File: src/hw/data_op_pkg.sv
package data_op_pkg;

	// ****************************************************************
	// bus geometry and register map
	// ****************************************************************
	localparam int ADDR_W = 8;
	localparam logic [7:0] OFS_CTRL = 8'h00;
	localparam logic [7:0] OFS_STATUS = 8'h04;
	localparam logic [7:0] OFS_STATUS_CLEAR = 8'h08;
	localparam logic [7:0] OFS_INPUT = 8'h0C;
	localparam logic [7:0] OFS_REF0 = 8'h10;
	localparam logic [7:0] OFS_REF1 = 8'h14;
	localparam logic [7:0] OFS_POWER = 8'h18;

	// ****************************************************************
	// field positions
	// ****************************************************************
	localparam int CTRL_OP_LSB = 0;
	localparam int CTRL_SIZE_BIT = 3;
	localparam int CTRL_DETECT_CONDITION_SELECT_LSB = 4;
	localparam int CTRL_IRQ_EN_BIT = 7;
	localparam int STAT_DETECT_BIT = 0;
	localparam int STAT_OVF_BIT = 1;
	localparam int STAT_UNF_BIT = 2;
	localparam int POWER_STOP_BIT = 0;

	// ****************************************************************
	// operation and detection codes
	// ****************************************************************
	localparam logic [1:0] OP_COMPARE = 2'h0;
	localparam logic [1:0] OP_ADD = 2'h1;
	localparam logic [1:0] OP_SUB = 2'h2;
	localparam logic [2:0] DET_MISMATCH = 3'h0;
	localparam logic [2:0] DET_MATCH = 3'h1;
	localparam logic [2:0] DET_LESS = 3'h2;
	localparam logic [2:0] DET_GREATER = 3'h3;
	localparam logic [2:0] DET_IN_RANGE = 3'h4;
	localparam logic [2:0] DET_OUT_RANGE = 3'h5;

	// ****************************************************************
	// reset values and responses
	// ****************************************************************
	localparam logic [7:0] CTRL_RST = 8'h00;
	localparam logic [31:0] DATA_RST = 32'h0000_0000;
	localparam logic [2:0] STATUS_RST = 3'h0;
	localparam logic STOP_RST = 1'b0;
	localparam logic [1:0] RESP_OKAY = 2'h0;
	localparam logic [1:0] RESP_SLVERR = 2'h2;

endpackage

File: src/hw/data_op_unit.sv
`timescale 1ns/100ps
// Functional notes
// - compare input against references at 16 or 32 bits, six test kinds
// - add or subtract operands at the selected 16 or 32 bit width
// - control bits 6:4 select the test; codes above 101 are prohibited
// - code 100 detects reference 0 < input < reference 1
// - code 101 detects input below reference 0 or above reference 1
// - detection raises an interrupt when the enable bit is set
// - addition beyond the active width flags overflow
// - subtraction below zero flags underflow
// - event output pulses on detection, overflow and underflow
// - control bit 7 enables and gates the interrupt request
// - the operand input register is 32 bits wide
// - one size bit picks 16 bit (0) or 32 bit (1) for all operations
// - status register keeps results; a clear register clears them
// - two reference registers: single bound, or lower and upper bound
// - module stop halts all operation until released
module data_op_unit #(
	parameter int DATA_W = 32
) (
	input wire logic clk_sys_i,
	input wire logic reset_n_i,
	input wire logic s_axi_awvalid_i,
	output logic s_axi_awready_o,
	input wire logic [data_op_pkg::ADDR_W-1:0] s_axi_awaddr_i,
	input wire logic s_axi_wvalid_i,
	output logic s_axi_wready_o,
	input wire logic [31:0] s_axi_wdata_i,
	input wire logic [3:0] s_axi_wstrb_i,
	output logic s_axi_bvalid_o,
	input wire logic s_axi_bready_i,
	output logic [1:0] s_axi_bresp_o,
	input wire logic s_axi_arvalid_i,
	output logic s_axi_arready_o,
	input wire logic [data_op_pkg::ADDR_W-1:0] s_axi_araddr_i,
	output logic s_axi_rvalid_o,
	input wire logic s_axi_rready_i,
	output logic [31:0] s_axi_rdata_o,
	output logic [1:0] s_axi_rresp_o,
	output logic irq_o,
	output logic event_o
);
	// ****************************************************************
	// width check
	// ****************************************************************
	if (DATA_W != 32) begin : g_bad_width
		$error("data_op_unit: the bus map serves DATA_W of 32 only");
	end

	// ****************************************************************
	// state
	// ****************************************************************
	logic aw_full_r, aw_full_nxt;
	logic [data_op_pkg::ADDR_W-1:0] aw_addr_r, aw_addr_nxt;
	logic w_full_r, w_full_nxt;
	logic [31:0] w_data_r, w_data_nxt;
	logic [3:0] w_strb_r, w_strb_nxt;
	logic bvalid_r, bvalid_nxt;
	logic [1:0] bresp_r, bresp_nxt;
	logic rvalid_r, rvalid_nxt;
	logic [31:0] rdata_r, rdata_nxt;
	logic [1:0] rresp_r, rresp_nxt;
	logic [7:0] ctrl_r, ctrl_nxt;
	logic [31:0] input_r, input_nxt;
	logic [31:0] ref0_r, ref0_nxt;
	logic [31:0] ref1_r, ref1_nxt;
	logic [2:0] status_r, status_nxt;
	logic stop_r, stop_nxt;
	logic eval_r, eval_nxt;
	logic event_r, event_nxt;

	logic do_write;
	logic addr_ok_w;
	logic addr_ok_r;
	logic [1:0] op_sel;
	logic size_32;
	logic detect_w;
	logic [DATA_W-1:0] arith_result;
	logic arith_wrap;
	logic [2:0] status_set;
	logic [2:0] status_clr;

	// byte-lane merge for partial writes
	function automatic logic [31:0] merge(input logic [31:0] old, input logic [31:0] data,
			input logic [3:0] strb);
		logic [31:0] res;
		res = old;
		for (int i = 0; i < 4; i++) begin
			if (strb[i]) begin
				res[i*8 +: 8] = data[i*8 +: 8];
			end
		end
		return res;
	endfunction

	// address decode
	function automatic logic mapped(input logic [data_op_pkg::ADDR_W-1:0] addr);
		return addr == data_op_pkg::OFS_CTRL || addr == data_op_pkg::OFS_STATUS ||
			addr == data_op_pkg::OFS_STATUS_CLEAR || addr == data_op_pkg::OFS_INPUT ||
			addr == data_op_pkg::OFS_REF0 || addr == data_op_pkg::OFS_REF1 ||
			addr == data_op_pkg::OFS_POWER;
	endfunction

	// ****************************************************************
	// operation units
	// ****************************************************************
	assign op_sel = ctrl_r[data_op_pkg::CTRL_OP_LSB +: 2];
	assign size_32 = ctrl_r[data_op_pkg::CTRL_SIZE_BIT];

	data_op_compare #(.DATA_W(DATA_W)) u_compare (
		.operand_i(input_r),
		.ref0_i(ref0_r),
		.ref1_i(ref1_r),
		.size_32_i(size_32),
		.detect_sel_i(ctrl_r[data_op_pkg::CTRL_DETECT_CONDITION_SELECT_LSB +: 3]),
		.detect_o(detect_w)
	);

	data_op_arith #(.DATA_W(DATA_W)) u_arith (
		.operand_i(input_r),
		.accum_i(ref0_r),
		.size_32_i(size_32),
		.subtract_i(op_sel == data_op_pkg::OP_SUB),
		.result_o(arith_result),
		.wrap_o(arith_wrap)
	);

	// ****************************************************************
	// bus handshakes
	// ****************************************************************
	assign s_axi_awready_o = !aw_full_r;
	assign s_axi_wready_o = !w_full_r;
	assign s_axi_arready_o = !rvalid_r;
	assign s_axi_bvalid_o = bvalid_r;
	assign s_axi_bresp_o = bresp_r;
	assign s_axi_rvalid_o = rvalid_r;
	assign s_axi_rdata_o = rdata_r;
	assign s_axi_rresp_o = rresp_r;
	assign do_write = aw_full_r && w_full_r && !bvalid_r;
	assign addr_ok_w = mapped(aw_addr_r);
	assign addr_ok_r = mapped(s_axi_araddr_i);

	// write channel capture and response
	always_comb begin
		aw_full_nxt = aw_full_r;
		aw_addr_nxt = aw_addr_r;
		w_full_nxt = w_full_r;
		w_data_nxt = w_data_r;
		w_strb_nxt = w_strb_r;
		bvalid_nxt = bvalid_r;
		bresp_nxt = bresp_r;
		if (s_axi_awvalid_i && !aw_full_r) begin
			aw_full_nxt = 1'b1;
			aw_addr_nxt = s_axi_awaddr_i;
		end
		if (s_axi_wvalid_i && !w_full_r) begin
			w_full_nxt = 1'b1;
			w_data_nxt = s_axi_wdata_i;
			w_strb_nxt = s_axi_wstrb_i;
		end
		if (do_write) begin
			aw_full_nxt = 1'b0;
			w_full_nxt = 1'b0;
			bvalid_nxt = 1'b1;
			bresp_nxt = addr_ok_w ? data_op_pkg::RESP_OKAY : data_op_pkg::RESP_SLVERR;
		end else if (bvalid_r && s_axi_bready_i) begin
			bvalid_nxt = 1'b0;
		end
	end

	// read channel, data registered at acceptance
	always_comb begin
		rvalid_nxt = rvalid_r;
		rdata_nxt = rdata_r;
		rresp_nxt = rresp_r;
		if (s_axi_arvalid_i && !rvalid_r) begin
			rvalid_nxt = 1'b1;
			rresp_nxt = addr_ok_r ? data_op_pkg::RESP_OKAY : data_op_pkg::RESP_SLVERR;
			case (s_axi_araddr_i)
				data_op_pkg::OFS_CTRL: rdata_nxt = {24'h00_0000, ctrl_r};
				data_op_pkg::OFS_STATUS: rdata_nxt = {29'h0000_0000, status_r};
				data_op_pkg::OFS_INPUT: rdata_nxt = input_r;
				data_op_pkg::OFS_REF0: rdata_nxt = ref0_r;
				data_op_pkg::OFS_REF1: rdata_nxt = ref1_r;
				data_op_pkg::OFS_POWER: rdata_nxt = {31'h0000_0000, stop_r};
				default: rdata_nxt = 32'h0000_0000;
			endcase
		end else if (rvalid_r && s_axi_rready_i) begin
			rvalid_nxt = 1'b0;
		end
	end

	always_ff @(posedge clk_sys_i) begin
		if (!reset_n_i) begin
			aw_full_r <= 1'b0;
			aw_addr_r <= '0;
			w_full_r <= 1'b0;
			w_data_r <= 32'h0000_0000;
			w_strb_r <= 4'h0;
			bvalid_r <= 1'b0;
			bresp_r <= data_op_pkg::RESP_OKAY;
			rvalid_r <= 1'b0;
			rdata_r <= 32'h0000_0000;
			rresp_r <= data_op_pkg::RESP_OKAY;
		end else begin
			aw_full_r <= aw_full_nxt;
			aw_addr_r <= aw_addr_nxt;
			w_full_r <= w_full_nxt;
			w_data_r <= w_data_nxt;
			w_strb_r <= w_strb_nxt;
			bvalid_r <= bvalid_nxt;
			bresp_r <= bresp_nxt;
			rvalid_r <= rvalid_nxt;
			rdata_r <= rdata_nxt;
			rresp_r <= rresp_nxt;
		end
	end

	// ****************************************************************
	// registers and operation sequencing
	// ****************************************************************
	// events raised by an evaluation cycle
	always_comb begin
		status_set = 3'h0;
		if (eval_r && !stop_r) begin
			case (op_sel)
				data_op_pkg::OP_COMPARE: status_set[data_op_pkg::STAT_DETECT_BIT] = detect_w;
				data_op_pkg::OP_ADD: status_set[data_op_pkg::STAT_OVF_BIT] = arith_wrap;
				data_op_pkg::OP_SUB: status_set[data_op_pkg::STAT_UNF_BIT] = arith_wrap;
				default: status_set = 3'h0;
			endcase
		end
	end

	// software writes, gated by module stop except the power register
	always_comb begin
		ctrl_nxt = ctrl_r;
		input_nxt = input_r;
		ref0_nxt = ref0_r;
		ref1_nxt = ref1_r;
		stop_nxt = stop_r;
		eval_nxt = 1'b0;
		status_clr = 3'h0;
		if (do_write && aw_addr_r == data_op_pkg::OFS_POWER && w_strb_r[0]) begin
			stop_nxt = w_data_r[data_op_pkg::POWER_STOP_BIT];
		end
		if (do_write && !stop_r) begin
			case (aw_addr_r)
				data_op_pkg::OFS_CTRL: ctrl_nxt = 8'(merge({24'h00_0000, ctrl_r}, w_data_r,
					w_strb_r)); // low byte only
				data_op_pkg::OFS_STATUS_CLEAR: if (w_strb_r[0]) begin
					status_clr = w_data_r[2:0];
				end
				data_op_pkg::OFS_INPUT: begin
					input_nxt = merge(input_r, w_data_r, w_strb_r);
					eval_nxt = 1'b1;
				end
				data_op_pkg::OFS_REF0: ref0_nxt = merge(ref0_r, w_data_r, w_strb_r);
				data_op_pkg::OFS_REF1: ref1_nxt = merge(ref1_r, w_data_r, w_strb_r);
				default: ctrl_nxt = ctrl_r;
			endcase
		end
		// sum or difference replaces reference 0
		if (eval_r && !stop_r && (op_sel == data_op_pkg::OP_ADD || op_sel == data_op_pkg::OP_SUB)) begin
			ref0_nxt = arith_result;
		end
		status_nxt = (status_r & ~status_clr) | status_set;
		event_nxt = |status_set;
	end

	always_ff @(posedge clk_sys_i) begin
		if (!reset_n_i) begin
			ctrl_r <= data_op_pkg::CTRL_RST;
			input_r <= data_op_pkg::DATA_RST;
			ref0_r <= data_op_pkg::DATA_RST;
			ref1_r <= data_op_pkg::DATA_RST;
			status_r <= data_op_pkg::STATUS_RST;
			stop_r <= data_op_pkg::STOP_RST;
			eval_r <= 1'b0;
			event_r <= 1'b0;
		end else begin
			ctrl_r <= ctrl_nxt;
			input_r <= input_nxt;
			ref0_r <= ref0_nxt;
			ref1_r <= ref1_nxt;
			status_r <= status_nxt;
			stop_r <= stop_nxt;
			eval_r <= eval_nxt;
			event_r <= event_nxt;
		end
	end

	// interrupt level gated by enable
	assign irq_o = ctrl_r[data_op_pkg::CTRL_IRQ_EN_BIT] && (|status_r);
	assign event_o = event_r;

	// ****************************************************************
	// assertions
	// ****************************************************************
	AST_EVAL_AFTER_INPUT: assert property (@(posedge clk_sys_i) disable iff (!reset_n_i)
		do_write && !stop_r && aw_addr_r == data_op_pkg::OFS_INPUT |=> eval_r)
		else $error("input write did not start an evaluation");

	AST_DETECT_FLAG: assert property (@(posedge clk_sys_i) disable iff (!reset_n_i)
		eval_r && !stop_r && op_sel == data_op_pkg::OP_COMPARE && detect_w
		|=> status_r[data_op_pkg::STAT_DETECT_BIT] && event_o)
		else $error("detection not recorded");

	AST_OVF_FLAG: assert property (@(posedge clk_sys_i) disable iff (!reset_n_i)
		eval_r && !stop_r && op_sel == data_op_pkg::OP_ADD && arith_wrap
		|=> status_r[data_op_pkg::STAT_OVF_BIT])
		else $error("overflow not recorded");

	AST_UNF_FLAG: assert property (@(posedge clk_sys_i) disable iff (!reset_n_i)
		eval_r && !stop_r && op_sel == data_op_pkg::OP_SUB && arith_wrap
		|=> status_r[data_op_pkg::STAT_UNF_BIT])
		else $error("underflow not recorded");

	AST_EVENT_CAUSE: assert property (@(posedge clk_sys_i) disable iff (!reset_n_i)
		event_o |-> $past(eval_r) && !$past(stop_r) && status_r != 3'h0)
		else $error("event pulse without an evaluation");

	AST_IRQ_GATE: assert property (@(posedge clk_sys_i) disable iff (!reset_n_i)
		(irq_o |-> ctrl_r[data_op_pkg::CTRL_IRQ_EN_BIT] && status_r != 3'h0) and
		(event_o |-> irq_o == ctrl_r[data_op_pkg::CTRL_IRQ_EN_BIT]))
		else $error("interrupt without enable or status");

	AST_STOP_HOLD: assert property (@(posedge clk_sys_i) disable iff (!reset_n_i)
		stop_r && $past(stop_r) |-> !eval_r && !event_o && $stable(input_r))
		else $error("activity during module stop");

	AST_ACCUM_RESULT: assert property (@(posedge clk_sys_i) disable iff (!reset_n_i)
		eval_r && !stop_r && op_sel == data_op_pkg::OP_ADD |=> ref0_r == $past(arith_result))
		else $error("sum not written to reference 0");

	AST_CLEAR_BIT: assert property (@(posedge clk_sys_i) disable iff (!reset_n_i)
		status_clr[data_op_pkg::STAT_DETECT_BIT] && !status_set[data_op_pkg::STAT_DETECT_BIT]
		|=> !status_r[data_op_pkg::STAT_DETECT_BIT])
		else $error("status clear ignored");
endmodule

File: src/hw/data_op_compare.sv
`timescale 1ns/100ps
module data_op_compare #(
	parameter int DATA_W = 32
) (
	input wire logic [DATA_W-1:0] operand_i,
	input wire logic [DATA_W-1:0] ref0_i,
	input wire logic [DATA_W-1:0] ref1_i,
	input wire logic size_32_i,
	input wire logic [2:0] detect_sel_i,
	output logic detect_o
);
	localparam int HALF = DATA_W / 2;

	// ****************************************************************
	// width check
	// ****************************************************************
	if (DATA_W < 2 || DATA_W % 2 != 0) begin : g_bad_width
		$error("data_op_compare: DATA_W must be even and at least 2");
	end

	logic [DATA_W-1:0] mask;
	logic [DATA_W-1:0] a;
	logic [DATA_W-1:0] r0;
	logic [DATA_W-1:0] r1;

	// narrow mode keeps only the low half
	assign mask = size_32_i ? {DATA_W{1'b1}} : {{(DATA_W-HALF){1'b0}}, {HALF{1'b1}}};
	assign a = operand_i & mask;
	assign r0 = ref0_i & mask;
	assign r1 = ref1_i & mask;

	// condition decode, unsigned
	always_comb begin
		case (detect_sel_i)
			data_op_pkg::DET_MISMATCH: detect_o = (a != r0);
			data_op_pkg::DET_MATCH: detect_o = (a == r0);
			data_op_pkg::DET_LESS: detect_o = (a < r0);
			data_op_pkg::DET_GREATER: detect_o = (a > r0);
			data_op_pkg::DET_IN_RANGE: detect_o = (a > r0) && (a < r1);
			data_op_pkg::DET_OUT_RANGE: detect_o = (a < r0) || (a > r1);
			default: detect_o = 1'b0; // prohibited codes never detect
		endcase
	end
endmodule

File: src/hw/data_op_arith.sv
`timescale 1ns/100ps
module data_op_arith #(
	parameter int DATA_W = 32
) (
	input wire logic [DATA_W-1:0] operand_i,
	input wire logic [DATA_W-1:0] accum_i,
	input wire logic size_32_i,
	input wire logic subtract_i,
	output logic [DATA_W-1:0] result_o,
	output logic wrap_o
);
	localparam int HALF = DATA_W / 2;

	// ****************************************************************
	// width check
	// ****************************************************************
	if (DATA_W < 2 || DATA_W % 2 != 0) begin : g_bad_width
		$error("data_op_arith: DATA_W must be even and at least 2");
	end

	logic [DATA_W-1:0] mask;
	logic [DATA_W:0] sum;
	logic [DATA_W:0] diff;

	// accumulator plus or minus operand, one bit wider for carry
	assign mask = size_32_i ? {DATA_W{1'b1}} : {{(DATA_W-HALF){1'b0}}, {HALF{1'b1}}};
	assign sum = {1'b0, accum_i & mask} + {1'b0, operand_i & mask};
	assign diff = {1'b0, accum_i & mask} - {1'b0, operand_i & mask};

	// carry out of the active width, borrow out of the top
	always_comb begin
		if (subtract_i) begin
			result_o = diff[DATA_W-1:0] & mask;
			wrap_o = diff[DATA_W];
		end else begin
			result_o = sum[DATA_W-1:0] & mask;
			wrap_o = size_32_i ? sum[DATA_W] : sum[HALF];
		end
	end
endmodule

File: config.mk
export PLATFORM = sky130hd
export DESIGN_NAME = data_op_unit
export DESIGN_NICKNAME = d
export VERILOG_FILES = /design/src/hw/data_op_pkg.sv /design/src/hw/data_op_unit.sv /design/src/hw/data_op_compare.sv /design/src/hw/data_op_arith.sv
export SDC_FILE = /design/constraint.sdc
export NUM_CORES = 1
export LEC_CHECK = 0
export ABC_AREA = 1
export CORE_UTILIZATION = 39
export CTS_BUF_LIST = sky130_fd_sc_hd__clkbuf_16
export DETAILED_ROUTE_END_ITERATION = 8
export DONT_BUFFER_PORTS = 1
export GPL_TIMING_DRIVEN = 0
export PLACE_DENSITY = 0.57
export SLEW_MARGIN = 10
export SYNTH_ARGS = -nofsm -noshare
export SYNTH_HDL_FRONTEND = slang
export SYNTH_SLANG_ARGS = --single-unit
File: constraint.sdc
create_clock -name clk_sys_i -period 3.84 [get_ports clk_sys_i]
set_input_delay 0.768 -clock clk_sys_i [delete_from_list [all_inputs] [get_ports clk_sys_i]]
set_output_delay 0.768 -clock clk_sys_i [all_outputs]
set_load 0.01 [all_outputs]
Word-level counts from Yosys, hierarchy flattened
Index checks and enable logic that the tools add are counted.

word-level totals
  register bits = 194
  input bits = 59
  output and inout bits = 43
  word-level logic and storage cells = 152

cells by class
  $add $sub $neg = 2
  $lt $le $gt $ge = 4
  equal/unequal tests = 21
  muxes and demuxes = 27
  bitwise gates (word level) = 9
  reduce and logical (&&, ||, !) cells = 62

operators with widths
  operator                                                                number
  32-bit case mux with 6 select lines                                     1
  32-bit bitwise AND                                                      5
  32-bit 2-to-1 mux                                                       5
  32-bit greater-than comparator                                          2
  32-bit less-than comparator                                             2
  8-bit by 5-bit equality test with 1-bit output (second input constant)  6
  3-bit AND reduction                                                     13
  32-bit by 32-bit adder with 33-bit output                               1
  32-bit by 32-bit subtractor with 33-bit output                          1
  32-bit equality test                                                    1
  8-bit by 4-bit equality test with 1-bit output (second input constant)  4
  8-bit 2-to-1 mux                                                        4
  32-bit != test                                                          1
  8-bit by 3-bit equality test with 1-bit output (second input constant)  2
  8-bit logical NOT                                                       2
  2-bit nonzero test                                                      8
  1-bit logical AND                                                       14
  1-bit logical OR                                                        14
  3-bit 2-to-1 mux                                                        4
  1-bit 2-to-1 mux                                                        10
  3-bit by 2-bit equality test with 1-bit output (second input constant)  2
  3-bit equality test (second input constant)                             2
  1-bit case mux with 6 select lines                                      1
  3-bit OR reduction                                                      2
  other kinds (13)                                                        18

Longest topological paths before layout
  depth after elaboration = 8
  mapped depth = 22
  mapped depth without buffers = 21

Cells and area by module
From an unflattened synthesis, not the netlist that was laid out.

second synthesis, totals
  cell total of the unflattened synthesis = 2606
  area total of the unflattened synthesis = 15285.9 um2

modules (own cells, without submodules)
  module           times used  cells an instance  area an instance (um2)  sequential area each (um2)
  data_op_unit     1           1155               8122.8                  3843.7
  data_op_arith    1           1108               5182.5                  0.0
  data_op_compare  1           343                1980.6                  0.0

Worst setup path before layout
No wires, ideal clock.

  kind = register to register
  from = register ctrl_r[3]
  to = register event_r (netlist: event_o)
  setup time = 0.110 ns
  arrival = 2.342 ns
  data required time = 3.730 ns
  path slack = 1.389 ns
  stages on the path, launching flop included = 18
  buffers on the path = 3
  period minus slack after synthesis = 2.451 ns
  cell sequence = dfxtp_1 -> clkbuf_1 -> clkbuf_1 -> buf_1 -> nand2_1 -> ha_1 -> nand2_1 -> nor3_1 -> and3_1 -> nand3b_1 -> nand2_1 -> nand2_1 -> nand2_1 -> nand3_1 -> nand2_1 -> nand3_1 -> nand2_1 -> inv_1

on the way
  word-level cells in the longest chain between the ends = 8
  elaborated cells between the ends (all ways) = 22
  those cells by class = add/sub (2); order compare (4); eq/ne (2); mux (8); bitwise (3); reduce/logical (3)

ends and longest elaborated chain
  what                                                                    line                                          source
  from (decl)                                                             data_op_unit.sv:63                            logic [7:0] ctrl_r, ctrl_nxt;
  from (signal assigned)                                                  data_op_unit.sv:273                           ctrl_r <= data_op_pkg::CTRL_RST;
  from (signal assigned)                                                  data_op_unit.sv:282                           ctrl_r <= ctrl_nxt;
  32-bit 2-to-1 mux                                                       data_op_compare.sv:27, data_op_arith.sv:26
  32-bit bitwise AND, on equally long branches                            n/a
  32-bit less-than comparator, or another cell as far along               data_op_compare.sv:37, data_op_compare.sv:40
  1-bit logical OR, or another cell as far along                          data_op_compare.sv:40                         data_op_pkg::DET_OUT_RANGE: detect_o = (a < r0) || (a > r1);
  1-bit case mux with 6 select lines or 1-bit 2-to-1 mux (tied branches)  data_op_compare.sv:34, data_op_arith.sv:32
  1-bit 2-to-1 mux                                                        data_op_unit.sv:226                           case (op_sel)
  3-bit 2-to-1 mux (*)                                                    data_op_unit.sv:225                           if (eval_r && !stop_r) begin
  3-bit OR reduction (*)                                                  data_op_unit.sv:268                           event_nxt = |status_set;
  to (signal assigned)                                                    data_op_unit.sv:289                           event_r <= event_nxt;
  to (decl)                                                               data_op_unit.sv:70                            logic event_r, event_nxt;

Every way passes the cells marked *; elsewhere a longest branch is shown, timed or not.
A chain may end at the register's enable or synchronous reset.

Worst setup path after layout
Same ends and word-level chain as after synthesis.

==> implementation parameters <==
Parameter                              Value

Outcome
  Status ... completed

Worst setup path
  CP endpoint kind ... register
  Required time at the worst-slack endpoint ... 4.19 ns
  Startpoint class of the critical path ... register
  Top fanout value on the critical path ... 10
  Worst Reg-to-Reg Cells ... 17
  Critical path type ... reg2reg
  Data arrival time of the critical path ... 3.86 ns

Final layout
  Fill cell total of the finished layout ... 3619
  # nets final ... 2237
  Cell Count, Final, Fillers Out ... 2532
  Signed area change from the synthesized netlist to the final layout ... 8.33%
  Inserted Diodes ... 0
  Share of layout cells above drive strength 1 ... 0.0440
  Area taken by flip-flops and latches ... 3840 µm²
  Multi-input gate area in the final layout ... 7990 µm²

Power and ir drop
  Total power after layout ... 0.00400 W
  Internal portion of total power ... 0.00292 W
  Part of the power in registers ... 0.518
  Net switching fraction of the power ... 0.269
  Leakage ... 6.65 nW
  Power density cells ... 282 nW/µm²
  Net switching power figure ... 0.00108 W
  Worst vdd rail ir drop ... 312 µV
  Logic gate share of total power ... 0.060
  Power share of the clock group ... 0.422

Timing
  Final clock skew ... 0.0115 ns
  Slew @ Worst Pin ... 0.800 ns
  Worst Hold Slack ... 0.443 ns
  Fmax achieved ... 285 MHz
  Endpoints failing hold ... 0
  Worst slew slack as a fraction of its limit ... 0.467
  Period utilization ... 0.914
  Summed negative setup slack over all endpoints ... 0 ns
  Minimum clock period ... 3.51 ns
  Final setup violating endpoints ... 0
  RSZ-0062 raised after global routing ... false
  Slew Limit Fails ... 0

Synth
  Mean post-synth cell area ... 6.37 µm²
  Unique cell type count in the Yosys netlist ... 47
  Post-synth top area share ... 0.293
  Area contributors post-synth ... sky130_fd_sc_hd__dfxtp_1 (29%), sky130_fd_sc_hd__nand2_1 (13%), sky130_fd_sc_hd__a21oi_1 (10%)
  Area leader, netlist ... sky130_fd_sc_hd__dfxtp_1
  Async SR Flop Fraction ... 0
  Synth Register Bits ... 192
  Number of standard cells after synthesis ... 2057
  Mapped Area ... 13100 µm²
  Most frequently used flop master after synthesis ... sky130_fd_sc_hd__dfxtp_1
  Count of flip-flops with a built-in enable after synthesis ... 0
  YS warnings ... 0
  Sequential element share of the synthesized area ... 0.293

Clock tree
  Clock insertion delay at the later pin of the skew report ... 0.45 ns
  Clock Path Buffers ... 2
  Number of buffers inserted for hold repair after clock tree synthesis ... 0
  CTS Root Buffer Type ... sky130_fd_sc_hd__clkbuf_16
  Clk sink count ... 192
  TritonCTS clock tree ... done
  H-tree depth ... 4
  Clock transition at the registers of the reported paths ... 0.08 ns
  Postcts setup bufs ... 0
  Number of buffers inserted during clock tree synthesis ... 17
  Number of cells upsized or downsized after cts ... 0

Detailed routing
  Initial DRC Count ... 1206
  Routed len/inst ... 19.9 µm
  Routed Antenna Nets ... 0
  Vias per cell ... 5.49
  Number of iterations in the first detailed-routing pass ... 6
  Via total after detailed routing ... 13900
  Drt drc ... 0
  Drt total wl ... 50500 µm

Placed design
  Final Wtd Congestion ... 0.999
  Port-buffer cells ... 0
  DP Wirelength ... 42000 µm
  Cell Count Post-Placement ... 2500

Worst hold path
  Classification of the worst-slack hold path ... in2reg
  Min-Delay Path Depth ... 2

Global route
  Maximum number of pins on one net before global-route repair ... 18
  Global route total overflow ... 0
  Total routing resource utilization after global routing ... 0.297
  Number of global-route vias before repair ... 13100
  Antenna violations before repair ... 0
  Wire length of the first global-routing pass ... 76100 µm

Floorplan
  Top Ports ... 102
  Die boundary height ... 185 µm
  Die Wd ... 185 µm
  Cell Rows ... 66
  Die Footprint ... 34300 µm²
  Area of the core ... 32800 µm²
  Effective utilization at floorplan ... 0.400

Job
  Number of violations of the max-capacitance limit ... 0
==> path summary, 6_finish.rpt <==
kind | startpoint | to | slack, ns
max | ctrl_r[3] | event_o | 0.33
min | s_axi_wdata_i[28] | w_data_r[28] | 0.44
max reg2reg | ctrl_r[3] | event_o | 0.33
min reg2reg | ref1_r[28] | ref1_r[28] | 0.49
==> power by group through the flow <==
stage               logic, W  registers [W]  clock network, W
finish              0.000242        0.00207           0.00169
global route        0.000265        0.00208           0.00178
CTS                 0.000240        0.00207           0.00171
detailed placement  0.000238        0.00212                 0
global placement    0.000234        0.00212                 0
floorplan           0.000152        0.00210                 0
==> per-stage QoR <==
step                       util  setup WS [ns]  instance area (µm²)
after floorplan               -           1.39                13100
after global placement    0.417          0.191                13700
after detailed placement  0.417          0.166                13700
after CTS                 0.433          0.164                14200
after global routing      0.433         0.0910                14200
final                     0.433          0.329                14200
==> state kept, by name (all words and copies together), names as in the netlist <==
| register | cells |
|---|---|
| w_data_r | 32 |
| w_strb_r | 4 |
| ctrl_r | 8 |
| aw_addr_r | 8 |
| status_r | 3 |
| s_axi_bresp_o | 1 |
| s_axi_rvalid_o | 1 |
| s_axi_rdata_o | 32 |
| event_o | 1 |
| input_r | 32 |
| stop_r | 1 |
| eval_r | 1 |
| s_axi_bvalid_o | 1 |
| aw_full_r | 1 |
| s_axi_rresp_o | 1 |
| w_full_r | 1 |
| ref0_r | 32 |
| ref1_r | 32 |
==> cell usage in the layout (no fill, tap or decap), types with 3 or more instances in the layout <==
cell type                      n
sky130_fd_sc_hd__inv_6         4
sky130_fd_sc_hd__nor3_1       20
sky130_fd_sc_hd__a21o_1       11
sky130_fd_sc_hd__clkbuf_1     48
sky130_fd_sc_hd__nand2_1     461
sky130_fd_sc_hd__buf_4         6
sky130_fd_sc_hd__o21ai_0     228
sky130_fd_sc_hd__a211oi_1      3
sky130_fd_sc_hd__dfxtp_1     192
sky130_fd_sc_hd__o21bai_1     15
sky130_fd_sc_hd__ha_1         99
sky130_fd_sc_hd__a21oi_1     262
sky130_fd_sc_hd__nor2_4        5
sky130_fd_sc_hd__a21oi_2       4
sky130_fd_sc_hd__nor2_2        5
sky130_fd_sc_hd__a31oi_1       3
sky130_fd_sc_hd__clkinv_1      4
sky130_fd_sc_hd__nor3_2        5
sky130_fd_sc_hd__nand3_1      95
sky130_fd_sc_hd__xor2_1       15
sky130_fd_sc_hd__o221ai_1      7
sky130_fd_sc_hd__o21ai_1      11
sky130_fd_sc_hd__or2_1         3
sky130_fd_sc_hd__inv_1       236
sky130_fd_sc_hd__o21a_1        6
sky130_fd_sc_hd__o211ai_1     14
sky130_fd_sc_hd__nand4_1      18
sky130_fd_sc_hd__nor2_1      222
sky130_fd_sc_hd__buf_1         6
sky130_fd_sc_hd__clkbuf_16    17
sky130_fd_sc_hd__clkinvlp_4    4
sky130_fd_sc_hd__buf_2        18
sky130_fd_sc_hd__inv_2        13
==> per-layer routing <==
layer,part of all wire,track usage,vias up
met4,0.028,0.0902,0
li1,-,-,6818
met2,0.47,0.508,486
met3,0.057,0.0372,79
met5,0,0,-
met1,0.44,0.385,6509
==> cell usage after synthesis (2+ instances only) <==
cell type and count:
sky130_fd_sc_hd__a211oi_1 3, sky130_fd_sc_hd__a21boi_0 2, sky130_fd_sc_hd__a21o_1 11, sky130_fd_sc_hd__a21oi_1 262
sky130_fd_sc_hd__a21oi_2 4, sky130_fd_sc_hd__a31oi_1 3, sky130_fd_sc_hd__and2_1 2, sky130_fd_sc_hd__buf_1 6
sky130_fd_sc_hd__buf_2 18, sky130_fd_sc_hd__buf_4 6, sky130_fd_sc_hd__clkbuf_1 49, sky130_fd_sc_hd__clkinv_1 3
sky130_fd_sc_hd__dfxtp_1 192, sky130_fd_sc_hd__fa_1 2, sky130_fd_sc_hd__ha_1 99, sky130_fd_sc_hd__inv_1 234
sky130_fd_sc_hd__inv_2 13, sky130_fd_sc_hd__nand2_1 461, sky130_fd_sc_hd__nand3_1 95, sky130_fd_sc_hd__nand3b_1 2
sky130_fd_sc_hd__nand4_1 18, sky130_fd_sc_hd__nor2_1 222, sky130_fd_sc_hd__nor2_2 5, sky130_fd_sc_hd__nor2_4 5
sky130_fd_sc_hd__nor3_1 20, sky130_fd_sc_hd__nor3_2 5, sky130_fd_sc_hd__o211ai_1 14, sky130_fd_sc_hd__o21a_1 6
sky130_fd_sc_hd__o21ai_0 228, sky130_fd_sc_hd__o21ai_1 11, sky130_fd_sc_hd__o21ai_2 2, sky130_fd_sc_hd__o21bai_1 15
sky130_fd_sc_hd__o221ai_1 7, sky130_fd_sc_hd__o22ai_1 2, sky130_fd_sc_hd__or2_1 3, sky130_fd_sc_hd__or2_2 2
sky130_fd_sc_hd__xor2_1 15
==> cells by family (layout without fill, tap and decap cells) <==
group,Yosys count,in the layout,synth area share
AOI/OAI and AO/OA,573,573,0.233
xor gates and xnor gates,15,15,0.0100
adders and majority gates,101,101,0.0975
buffers and inverters,329,361,0.0976
DFF,192,192,0.293
muxes,1,1,0.000764
other,1,2,0.000286
and+or+nand+nor,845,845,0.267
==> area by class of cell <==
cell class | instances | share of cell area
Buffer | 79 | 0.0241
Clock buffer | 17 | 0.0300
Clock inverter | 15 | 0.00767
Inverter | 250 | 0.0661
Multi-Input combinational cell | 1537 | 0.563
Sequential cell | 192 | 0.271
Tap cell | 442 | 0.0389
==> critical path, cell delays in order (launching register included) <==
cell                       delay (ns)
sky130_fd_sc_hd__dfxtp_1         0.31
sky130_fd_sc_hd__clkbuf_1        0.28
sky130_fd_sc_hd__clkbuf_2        0.34
sky130_fd_sc_hd__buf_1           0.37
sky130_fd_sc_hd__nand2_1         0.17
sky130_fd_sc_hd__ha_1            0.32
sky130_fd_sc_hd__nand2_1         0.09
sky130_fd_sc_hd__nor3_1          0.40
sky130_fd_sc_hd__and3_1          0.34
sky130_fd_sc_hd__nand3b_1        0.18
sky130_fd_sc_hd__nand2_1         0.11
sky130_fd_sc_hd__nand2_1         0.05
sky130_fd_sc_hd__nand2_1         0.05
sky130_fd_sc_hd__nand3_1         0.08
sky130_fd_sc_hd__nand2_1         0.10
sky130_fd_sc_hd__nand3_1         0.08
sky130_fd_sc_hd__nand2_1         0.06
sky130_fd_sc_hd__inv_1           0.06
Note: power is estimated with default switching activity, not from simulation.
